===== config.mk =====
export PLATFORM = sky130hd
export DESIGN_NAME = synth_divider_program_port
export DESIGN_NICKNAME = d
export VERILOG_FILES = /design/src/hw/vco_tick_model.v /design/src/hw/out_clk_divider.v /design/src/hw/synth_divider_program_port.v
export VERILOG_INCLUDE_DIRS = /design/src /design/src/hw
export SDC_FILE = /design/constraint.sdc
export NUM_CORES = 1
export LEC_CHECK = 0
export ABC_AREA = 1
export BUFFER_PORTS_ARGS = -buffer_cell sky130_fd_sc_hd__buf_2
export CORE_MARGIN = 2
export CORE_UTILIZATION = 30
export DETAILED_ROUTE_END_ITERATION = 7
export PLACE_DENSITY = 0.52
export SYNTH_ARGS = -nofsm -noshare
export SYNTH_HDL_FRONTEND = slang
export SYNTH_SLANG_ARGS = --single-unit

===== constraint.sdc =====
create_clock -name clk_sys -period 5.92 [get_ports clk_sys]
set_input_delay 1.184 -clock clk_sys [delete_from_list [all_inputs] [get_ports clk_sys]]
set_output_delay 1.184 -clock clk_sys [all_outputs]
set_load 0.02 [all_outputs]

===== src/hw/synth_prog_defs.vh =====
// Offsets, field positions, reset values and frame layout of the divider program port
`ifndef SYNTH_PROG_DEFS_VH
`define SYNTH_PROG_DEFS_VH

// Register byte offsets
`define REG_CTRL_OFS 4'h0
`define REG_STATUS_OFS 4'h4
`define REG_SHIFT_OFS 4'h8
`define REG_ADR_W 4

// Control register fields
`define CTRL_SOFT_RESET_BIT 0
`define CTRL_RESET_VAL 1'h0

// Status register fields
`define STAT_FB_LSB 0
`define STAT_FB_MSB 8
`define STAT_ND_LSB 9
`define STAT_ND_MSB 10
`define STAT_SPREAD_BIT 11
`define STAT_HELD_BIT 12
`define STAT_RESET_BIT 13
`define STAT_REF_BIT 14
`define STAT_BYPASS_BIT 15
`define STAT_RATIO_LSB 16
`define STAT_RATIO_MSB 19

// Divider widths and reset values
`define FB_W 9
`define ND_W 2
`define FB_RESET_VAL 9'h07D
`define ND_RESET_VAL 2'h1
`define ND_PARALLEL_VAL 2'h1
`define SPREAD_RESET_VAL 1'h0

// Serial frame: spread bit, two output-divider bits, nine feedback bits, MSB first
`define FRAME_W 12
`define FRAME_SPREAD_BIT 11
`define FRAME_ND_MSB 10
`define FRAME_ND_LSB 9
`define FRAME_FB_MSB 8
`define FRAME_FB_LSB 0

// Reference pre-divide and tick weighting of the VCO model
`define REF_PREDIV 16
`define VCO_TICK_THRESH 12'h008
`define VCO_ACC_W 12

`endif


===== src/hw/vco_tick_model.v =====
// Behavioural VCO: turns reference edges into half-period ticks at 2M/16 times the reference
`timescale 1ns/1ps
`default_nettype none
`include "synth_prog_defs.vh"

module vco_tick_model #(
  parameter FB_W = `FB_W,
  parameter ACC_W = `VCO_ACC_W
) (
  // Clock and reset
  input wire clk_sys,
  input wire reset_n,
  input wire hold,
  // Reference edge and ratio
  input wire ref_edge,
  input wire [FB_W-1:0] fb_ratio,
  // Tick out
  output reg vco_tick
);

  reg [ACC_W-1:0] acc_q;
  reg [ACC_W-1:0] acc_d;
  reg tick_d;

  // Each reference edge is half a period, so it owes M/8 output toggles
  always @*
  begin
    acc_d = acc_q;
    tick_d = 1'b0;
    if (acc_q >= `VCO_TICK_THRESH)
    begin
      acc_d = acc_q - `VCO_TICK_THRESH;
      tick_d = 1'b1;
    end
    if (ref_edge)
      acc_d = acc_d + {{(ACC_W-FB_W){1'b0}}, fb_ratio};
  end

  // One tick per system cycle at most; faster requests pile up in the accumulator
  always @(posedge clk_sys)
  begin
    if (!reset_n || hold)
    begin
      acc_q <= {ACC_W{1'b0}};
      vco_tick <= 1'b0;
    end
    else
    begin
      acc_q <= acc_d;
      vco_tick <= tick_d;
    end
  end

endmodule // vco_tick_model
`default_nettype wire


===== src/hw/out_clk_divider.v =====
// Output divider: toggles the output phase once every ratio ticks
`timescale 1ns/1ps
`default_nettype none
`include "synth_prog_defs.vh"

module out_clk_divider #(
  parameter RATIO_W = 4
) (
  // Clock and reset
  input wire clk_sys,
  input wire reset_n,
  input wire hold,
  // Ticks and ratio
  input wire tick,
  input wire [RATIO_W-1:0] ratio,
  // Divided phase
  output reg phase
);

  reg [RATIO_W-1:0] cnt_q;

  always @(posedge clk_sys)
  begin
    if (!reset_n || hold)
    begin
      cnt_q <= {RATIO_W{1'b0}};
      phase <= 1'b0;
    end
    else if (tick)
    begin
      if (cnt_q + 1'b1 >= ratio)
      begin
        cnt_q <= {RATIO_W{1'b0}};
        phase <= ~phase;
      end
      else
        cnt_q <= cnt_q + 1'b1;
    end
  end

endmodule // out_clk_divider
`default_nettype wire


===== src/hw/synth_divider_program_port.v =====
// Divider program port: parallel and serial loading, master reset, outputs, Wishbone registers
// Operation
// - Master reset high forces outputs low, complements high.
// - Master reset low releases dividers and outputs.
// - Master reset keeps the loaded feedback value.
// - Serial data shifts in on shift clock rise.
// - Parallel strobe low passes pins to feedback divider.
// - Parallel strobe rise latches pins until next event.
// - Serial load rise transfers shift register to dividers.
// - Serial load fall latches divider values against shifting.
// - Serial load high shifts data straight into dividers.
// - Feedback ratio is plain nine-bit binary value.
// - Output code 00,01,10,11 divides by 1,2,4,8.
// - Output divider defaults to divide by two.
// - Spread bit: 0 off, 1 on, default off.
// - Reference select high picks oscillator, low test clock.
// - Bypass select 0 skips PLL, 1 synthesizes.
// - Parallel programming forces output divide by two.
// - Output equals reference/16 times 2M over N.
//
// The register offsets and the Wishbone slave port were left to the implementer.
`timescale 1ns/1ps
`default_nettype none
`include "synth_prog_defs.vh"

module synth_divider_program_port #(
  parameter FB_W = `FB_W,
  parameter ND_W = `ND_W,
  parameter FRAME_W = `FRAME_W,
  parameter OUT_PAIRS = 4
) (
  // System clock and reset
  input wire clk_sys,
  input wire reset_n,
  // Wishbone classic slave
  input wire wb_cyc_i,
  input wire wb_stb_i,
  input wire wb_we_i,
  input wire [`REG_ADR_W-1:0] wb_adr_i,
  input wire [3:0] wb_sel_i,
  input wire [31:0] wb_dat_i,
  output reg [31:0] wb_dat_o,
  output reg wb_ack_o,
  // Master reset and parallel load pins
  input wire master_reset_in,
  input wire parallel_load_strobe_n,
  input wire [FB_W-1:0] feedback_divider_pins,
  // Serial shift interface
  input wire serial_shift_clk,
  input wire serial_data_in,
  input wire serial_load_strobe,
  // Reference and mode selects
  input wire ref_source_select,
  input wire pll_bypass_select,
  input wire osc_input,
  input wire test_clk_in,
  // Oscillator drive and clock outputs
  output reg osc_output,
  output reg [OUT_PAIRS-1:0] clk_out_true,
  output reg [OUT_PAIRS-1:0] clk_out_comp,
  // Loaded divider state
  output reg [FB_W-1:0] fb_divider_value,
  output reg out_div_sel_hi,
  output reg out_div_sel_lo,
  output reg spread_enable_bit,
  output reg ref_is_osc,
  output reg pll_bypass_active
);

  localparam RATIO_W = 4;

  // Loader states, one-hot
  localparam ST_TRACK = 3'b001;
  localparam ST_HELD = 3'b010;
  localparam ST_SERIAL = 3'b100;

  // Output divide ratio for a two-bit code
  function [RATIO_W-1:0] nd_ratio;
    input [ND_W-1:0] code;
    begin
      case (code)
        2'h0: nd_ratio = 4'h1;
        2'h1: nd_ratio = 4'h2;
        2'h2: nd_ratio = 4'h4;
        2'h3: nd_ratio = 4'h8;
        default: nd_ratio = 4'h2;
      endcase
    end
  endfunction

  // Register file state
  reg soft_reset_q;
  reg wb_ack_q;
  reg [31:0] rd_data_d;

  // Loader state
  reg [2:0] state_q;
  reg [2:0] state_d;
  reg [FB_W-1:0] fb_q;
  reg [FB_W-1:0] fb_d;
  reg [ND_W-1:0] nd_q;
  reg [ND_W-1:0] nd_d;
  reg spread_q;
  reg spread_d;
  reg [FRAME_W-1:0] shift_q;
  reg [FRAME_W-1:0] shift_d;
  reg [FRAME_W-1:0] direct_frame;

  // Edge detection on pins sampled as synchronous inputs
  reg pload_n_prev_q;
  reg sclk_prev_q;
  reg sload_prev_q;
  reg ref_prev_q;

  wire reset_active;
  wire pload_rise;
  wire sclk_rise;
  wire sload_rise;
  wire sload_fall;
  wire ref_level;
  wire ref_edge;
  wire vco_tick;
  wire div_tick;
  wire div_phase;
  wire bus_req;

  assign reset_active = master_reset_in | soft_reset_q;
  assign pload_rise = parallel_load_strobe_n & ~pload_n_prev_q;
  assign sclk_rise = serial_shift_clk & ~sclk_prev_q;
  assign sload_rise = serial_load_strobe & ~sload_prev_q;
  assign sload_fall = ~serial_load_strobe & sload_prev_q;
  assign ref_level = ref_source_select ? osc_input : test_clk_in;
  assign ref_edge = ref_level ^ ref_prev_q;
  assign bus_req = wb_cyc_i & wb_stb_i & ~wb_ack_q;

  always @(posedge clk_sys)
  begin
    if (!reset_n)
    begin
      // High, so a strobe held high through reset is not seen as a rise
      pload_n_prev_q <= 1'b1;
      sclk_prev_q <= 1'b0;
      sload_prev_q <= 1'b0;
      ref_prev_q <= 1'b0;
    end
    else
    begin
      pload_n_prev_q <= parallel_load_strobe_n;
      sclk_prev_q <= serial_shift_clk;
      sload_prev_q <= serial_load_strobe;
      ref_prev_q <= ref_level;
    end
  end

  // Frame as it would stand after one more bit goes straight into the dividers
  always @*
  begin
    direct_frame = {spread_q, nd_q, fb_q};
    direct_frame = {direct_frame[FRAME_W-2:0], serial_data_in};
  end

  // Loader: all loading frozen during master reset so the held value survives it
  always @*
  begin
    state_d = state_q;
    fb_d = fb_q;
    nd_d = nd_q;
    spread_d = spread_q;
    shift_d = shift_q;
    if (!reset_active)
    begin
      if (!parallel_load_strobe_n)
      begin
        fb_d = feedback_divider_pins;
        nd_d = `ND_PARALLEL_VAL;
        state_d = ST_TRACK;
      end
      else if (pload_rise)
      begin
        fb_d = feedback_divider_pins;
        nd_d = `ND_PARALLEL_VAL;
        state_d = ST_HELD;
      end
      else
      begin
        case (state_q)
          ST_TRACK, ST_HELD:
          begin
            if (serial_load_strobe && sload_rise)
            begin
              spread_d = shift_q[`FRAME_SPREAD_BIT];
              nd_d = shift_q[`FRAME_ND_MSB:`FRAME_ND_LSB];
              fb_d = shift_q[`FRAME_FB_MSB:`FRAME_FB_LSB];
              state_d = ST_SERIAL;
            end
            else if (!serial_load_strobe && sclk_rise)
              shift_d = {shift_q[FRAME_W-2:0], serial_data_in};
          end
          ST_SERIAL:
          begin
            if (sload_rise)
            begin
              spread_d = shift_q[`FRAME_SPREAD_BIT];
              nd_d = shift_q[`FRAME_ND_MSB:`FRAME_ND_LSB];
              fb_d = shift_q[`FRAME_FB_MSB:`FRAME_FB_LSB];
            end
            else if (serial_load_strobe && sclk_rise)
            begin
              spread_d = direct_frame[`FRAME_SPREAD_BIT];
              nd_d = direct_frame[`FRAME_ND_MSB:`FRAME_ND_LSB];
              fb_d = direct_frame[`FRAME_FB_MSB:`FRAME_FB_LSB];
            end
            else if (!serial_load_strobe && sclk_rise)
              shift_d = {shift_q[FRAME_W-2:0], serial_data_in};
            if (sload_fall)
              state_d = ST_HELD;
          end
          default:
            state_d = ST_HELD;
        endcase
      end
    end
  end

  // Divider values and shift register; reset gives the power-up defaults
  always @(posedge clk_sys)
  begin
    if (!reset_n)
    begin
      state_q <= ST_HELD;
      fb_q <= `FB_RESET_VAL;
      nd_q <= `ND_RESET_VAL;
      spread_q <= `SPREAD_RESET_VAL;
      shift_q <= {FRAME_W{1'b0}};
    end
    else
    begin
      state_q <= state_d;
      fb_q <= fb_d;
      nd_q <= nd_d;
      spread_q <= spread_d;
      shift_q <= shift_d;
    end
  end

  // Clock path: PLL model or bypass, then the output divider
  vco_tick_model #(
    .FB_W(FB_W),
    .ACC_W(`VCO_ACC_W)
  ) u_vco (
    .clk_sys(clk_sys),
    .reset_n(reset_n),
    .hold(reset_active),
    .ref_edge(ref_edge),
    .fb_ratio(fb_q),
    .vco_tick(vco_tick)
  );

  assign div_tick = pll_bypass_select ? vco_tick : ref_edge;

  out_clk_divider #(
    .RATIO_W(RATIO_W)
  ) u_div (
    .clk_sys(clk_sys),
    .reset_n(reset_n),
    .hold(reset_active),
    .tick(div_tick),
    .ratio(nd_ratio(nd_q)),
    .phase(div_phase)
  );

  // Output pairs, each from its own flop so the pins never glitch
  genvar gi;
  generate
    for (gi = 0; gi < OUT_PAIRS; gi = gi + 1)
    begin : g_out
      always @(posedge clk_sys)
      begin
        if (!reset_n || reset_active)
        begin
          clk_out_true[gi] <= 1'b0;
          clk_out_comp[gi] <= 1'b1;
        end
        else
        begin
          clk_out_true[gi] <= div_phase;
          clk_out_comp[gi] <= ~div_phase;
        end
      end
    end
  endgenerate

  // Registered view of the loaded state
  always @(posedge clk_sys)
  begin
    if (!reset_n)
    begin
      osc_output <= 1'b1;
      fb_divider_value <= `FB_RESET_VAL;
      out_div_sel_hi <= 1'b0;
      out_div_sel_lo <= 1'b1;
      spread_enable_bit <= `SPREAD_RESET_VAL;
      ref_is_osc <= 1'b1;
      pll_bypass_active <= 1'b0;
    end
    else
    begin
      osc_output <= ~osc_input;
      fb_divider_value <= fb_q;
      out_div_sel_hi <= nd_q[1];
      out_div_sel_lo <= nd_q[0];
      spread_enable_bit <= spread_q;
      ref_is_osc <= ref_source_select;
      pll_bypass_active <= ~pll_bypass_select;
    end
  end

  // Wishbone read mux; unmapped offsets read zero
  always @*
  begin
    rd_data_d = 32'h00000000;
    case (wb_adr_i)
      `REG_CTRL_OFS:
        rd_data_d[`CTRL_SOFT_RESET_BIT] = soft_reset_q;
      `REG_STATUS_OFS:
      begin
        rd_data_d[`STAT_FB_MSB:`STAT_FB_LSB] = fb_q;
        rd_data_d[`STAT_ND_MSB:`STAT_ND_LSB] = nd_q;
        rd_data_d[`STAT_SPREAD_BIT] = spread_q;
        rd_data_d[`STAT_HELD_BIT] = ~state_q[0];
        rd_data_d[`STAT_RESET_BIT] = reset_active;
        rd_data_d[`STAT_REF_BIT] = ref_source_select;
        rd_data_d[`STAT_BYPASS_BIT] = ~pll_bypass_select;
        rd_data_d[`STAT_RATIO_MSB:`STAT_RATIO_LSB] = nd_ratio(nd_q);
      end
      `REG_SHIFT_OFS:
        rd_data_d[FRAME_W-1:0] = shift_q;
      default:
        rd_data_d = 32'h00000000;
    endcase
  end

  // One wait state: ack rises the edge after the request and drops the next
  always @(posedge clk_sys)
  begin
    if (!reset_n)
    begin
      wb_ack_q <= 1'b0;
      wb_ack_o <= 1'b0;
      wb_dat_o <= 32'h00000000;
      soft_reset_q <= `CTRL_RESET_VAL;
    end
    else
    begin
      wb_ack_q <= bus_req;
      wb_ack_o <= bus_req;
      if (bus_req)
        wb_dat_o <= rd_data_d;
      if (bus_req && wb_we_i && wb_sel_i[0] && wb_adr_i == `REG_CTRL_OFS)
        soft_reset_q <= wb_dat_i[`CTRL_SOFT_RESET_BIT];
    end
  end

endmodule // synth_divider_program_port
`default_nettype wire


==> flow_metrics.tcl <==
set metrics [dict create \
    n_fill_cell 1597 \
    cts_tree "built" \
    skew_ns 0.00784 \
    place.gp.congestion 0.808 \
    synth_area_per_cell_um2 7.27 \
    p_per_area_mw_per_mm2 476 \
    cts_resized 0 \
    synthAdderAreaFrac_pct 4.80 \
    path_class "in2reg" \
    grt_max_degree 63 \
    min_period_ns 2.67 \
    port_buffers 72 \
    start_util_pct 30.4 \
    diodes 0 \
    synthToLayoutAreaGrowth_pct 16.0 \
    num_rows 45 \
    setup_tns_ns 0 \
    avgViaCountPerCell 4.64 \
    worst_pin_slew_ns 0.726 \
    synth_top_family_by_area "simple AND/OR/NAND/NOR gates" \
    placedCellCount 863 \
    clk_pin_slew_worst_paths_ns 0.06 \
    clock_path_buffers 2 \
    firstDrtPassIters 5 \
    cts-htree-levels 3 \
    hpwl_um 8170 \
    synth_top_cell_area_share_pct 38.4 \
    clkLatencyLatePin_ns 0.35 \
    drv_cap 0 \
    drive_gt1_share_pct 18.7 \
    crit_fanout 20 \
    syn_inst 631 \
    final_cell_area_mm2 0.00532 \
    grt_pass1_wl_um 18700 \
    setup_viol 0 \
    clockRootBuffer "clkbuf_16" \
    drt_iter0_drc 163 \
    core_area_mm2 0.0151 \
    fin_crit_sh_pct 45.1 \
    die_area_mm2 0.0163 \
    synth_compound_area_share_pct 17.3 \
    peakVddDrop_mv 0.165 \
    async_reset_ff_share_pct 0 \
    synth_area_leaders "dfxtp_1 (38%), nand2_1 (8.5%), inv_1 (7.4%)" \
    stdcell_count 879 \
    grt.overflow.total 0 \
    min-delay-start "spread_q" \
    netlist_area_mm2 0.00459 \
    required_ns 6.16 \
    die_w_um 128 \
    cts_buffers 9 \
    clock_sinks 88 \
    ant_nets 0 \
    die_h_um 128 \
    relSlewSlack_pct 51.4 \
    final_max_slew_viol_count 0 \
    synth_area_leader_cell "dfxtp_1" \
    ys_dominant_reg_cell "dfxtp_1" \
    nets 766 \
    synth_xor_area_share_pct 1.72 \
    num_vias 4082 \
    hold_path.class "reg2reg" \
    drcViolationCount 0 \
    cts_setup_buffers 0 \
    muxShareOfSynthArea_pct 0 \
    ys_seq_area_share_pct 38.4 \
    timing.rr.start "u_vco.acc_q[5]" \
    synthSimpleGateAreaFrac_pct 23.8 \
    synth_edf_count 0 \
    ys_ff_latch 88 \
    critical_path.startpoint_type "input port" \
    rsz0062_at_grt "false" \
    place_area_mm2 0.00498 \
    hold_buffers 0 \
    synth_warnings 0 \
    finalHoldViolCount 0 \
    leakage_nw 2.60 \
    grt_pass1_vias 3921 \
    worstPathArrival_ns 2.91 \
    synth_common_cells "nand2_1 (104), inv_1 (90), dfxtp_1 (88)" \
    fmax_ghz 0.375 \
    wirelength_um 11100 \
    routedWlPerCell_um 12.6 \
    status "finished clean" \
    grt_usage_pct 14.4 \
    crit_start "parallel_load_strobe_n" \
    yosysMostFrequentCell "nand2_1" \
    crit_path_end_kind "register" \
    antenna_found_initial 0 \
    ios 119 \
    p_total_mw 2.53 \
    synth.distinct_cells 40 \
]
-- cell usage in the layout, fill, tap and decap left out, types with 4 or more instances in the layout --
cell,synthesis,layout
nand2_1,104,104
inv_1,90,90
dfxtp_1,88,88
nor2_1,73,73
buf_2,7,72
o21ai_0,57,57
a21oi_1,38,38
nand3_1,19,19
ha_1,16,16
o21ai_1,13,13
o211ai_1,13,13
conb_1,1,12
o221ai_1,11,11
inv_2,9,9
clkbuf_16,0,9
nand2_2,7,7
nor2_2,7,7
xnor2_1,6,6
nand4_1,5,5
nor2_4,4,4
nand3b_1,4,4
-- critical path, stage by stage --
cell	delay, ns
buf_2	0.10
nand2_1	0.47
inv_2	0.21
nand2_1	0.16
nand2_2	0.07
nor2_4	0.42
inv_2	0.11
nor2_1	0.11
nor2_1	0.05
-- power by group --
group          switching (mW)  internal, mW  total, mW
logic                   0.763         0.420       1.18
registers              0.0468         0.655      0.702
clock network           0.237         0.411      0.648
-- through the flow --
step / setup WS [ns] / utilization [%] / hold WS [ns]
finish: 3.25 / 35.2 / 0.434
global route: 3.02 / 35.2 / 0.471
CTS: 3.24 / 35.2 / 0.440
detailed placement: 2.88 / 33.0 / 0.424
global placement: 2.91 / 33.0 / 0.424
floorplan: 3.79 / - / 0.407
-- kinds of logic after synthesis --
family	Yosys count
flip-flops	88
XOR/XNOR	9
buffers and inverters	141
AND/OR/NAND/NOR	236
other	1
AO/OA/AOI/OAI	139
adder cells (fa/ha/maj)	17
-- per-layer routing --
layer | GRT usage (%) | wire length (um) | vias to the layer above
met5 | 0 | 0 | -
met4 | 4.98 | 172 | 0
met3 | 3.46 | 492 | 14
met2 | 23.7 | 5210 | 78
met1 | 18.4 | 5230 | 1876
li1 | - | - | 2114
-- worst paths after layout --
kind	end	slack, ns	cells past startpoint
hold reg to reg	spread_enable_bit	0.43	2
setup reg to reg	u_vco.acc_q[9]	3.44	13
setup / recovery	fb_q[7]	3.25	9
hold / removal	spread_enable_bit	0.43	2
-- layout make-up --
type	instances	area [um^2]	share of cell area, %
multi-input cells	413	2230	41.9
flip-flops and latches	88	1760	33.1
inverters	100	380	7.15
repair buffers	74	375	7.06
well taps	188	235	4.42
clock buffers	10	229	4.30
clock inverters	6	108	2.02
-- flip-flops by register name (all words and copies together) (netlist names), 2 cells and up --
register          flops
wb_dat_o             20
shift_q              12
u_vco.acc_q          12
fb_divider_value      9
fb_q                  9
u_div.cnt_q           4
state_q               3
nd_q                  2
(Power assumes the default switching activity.)
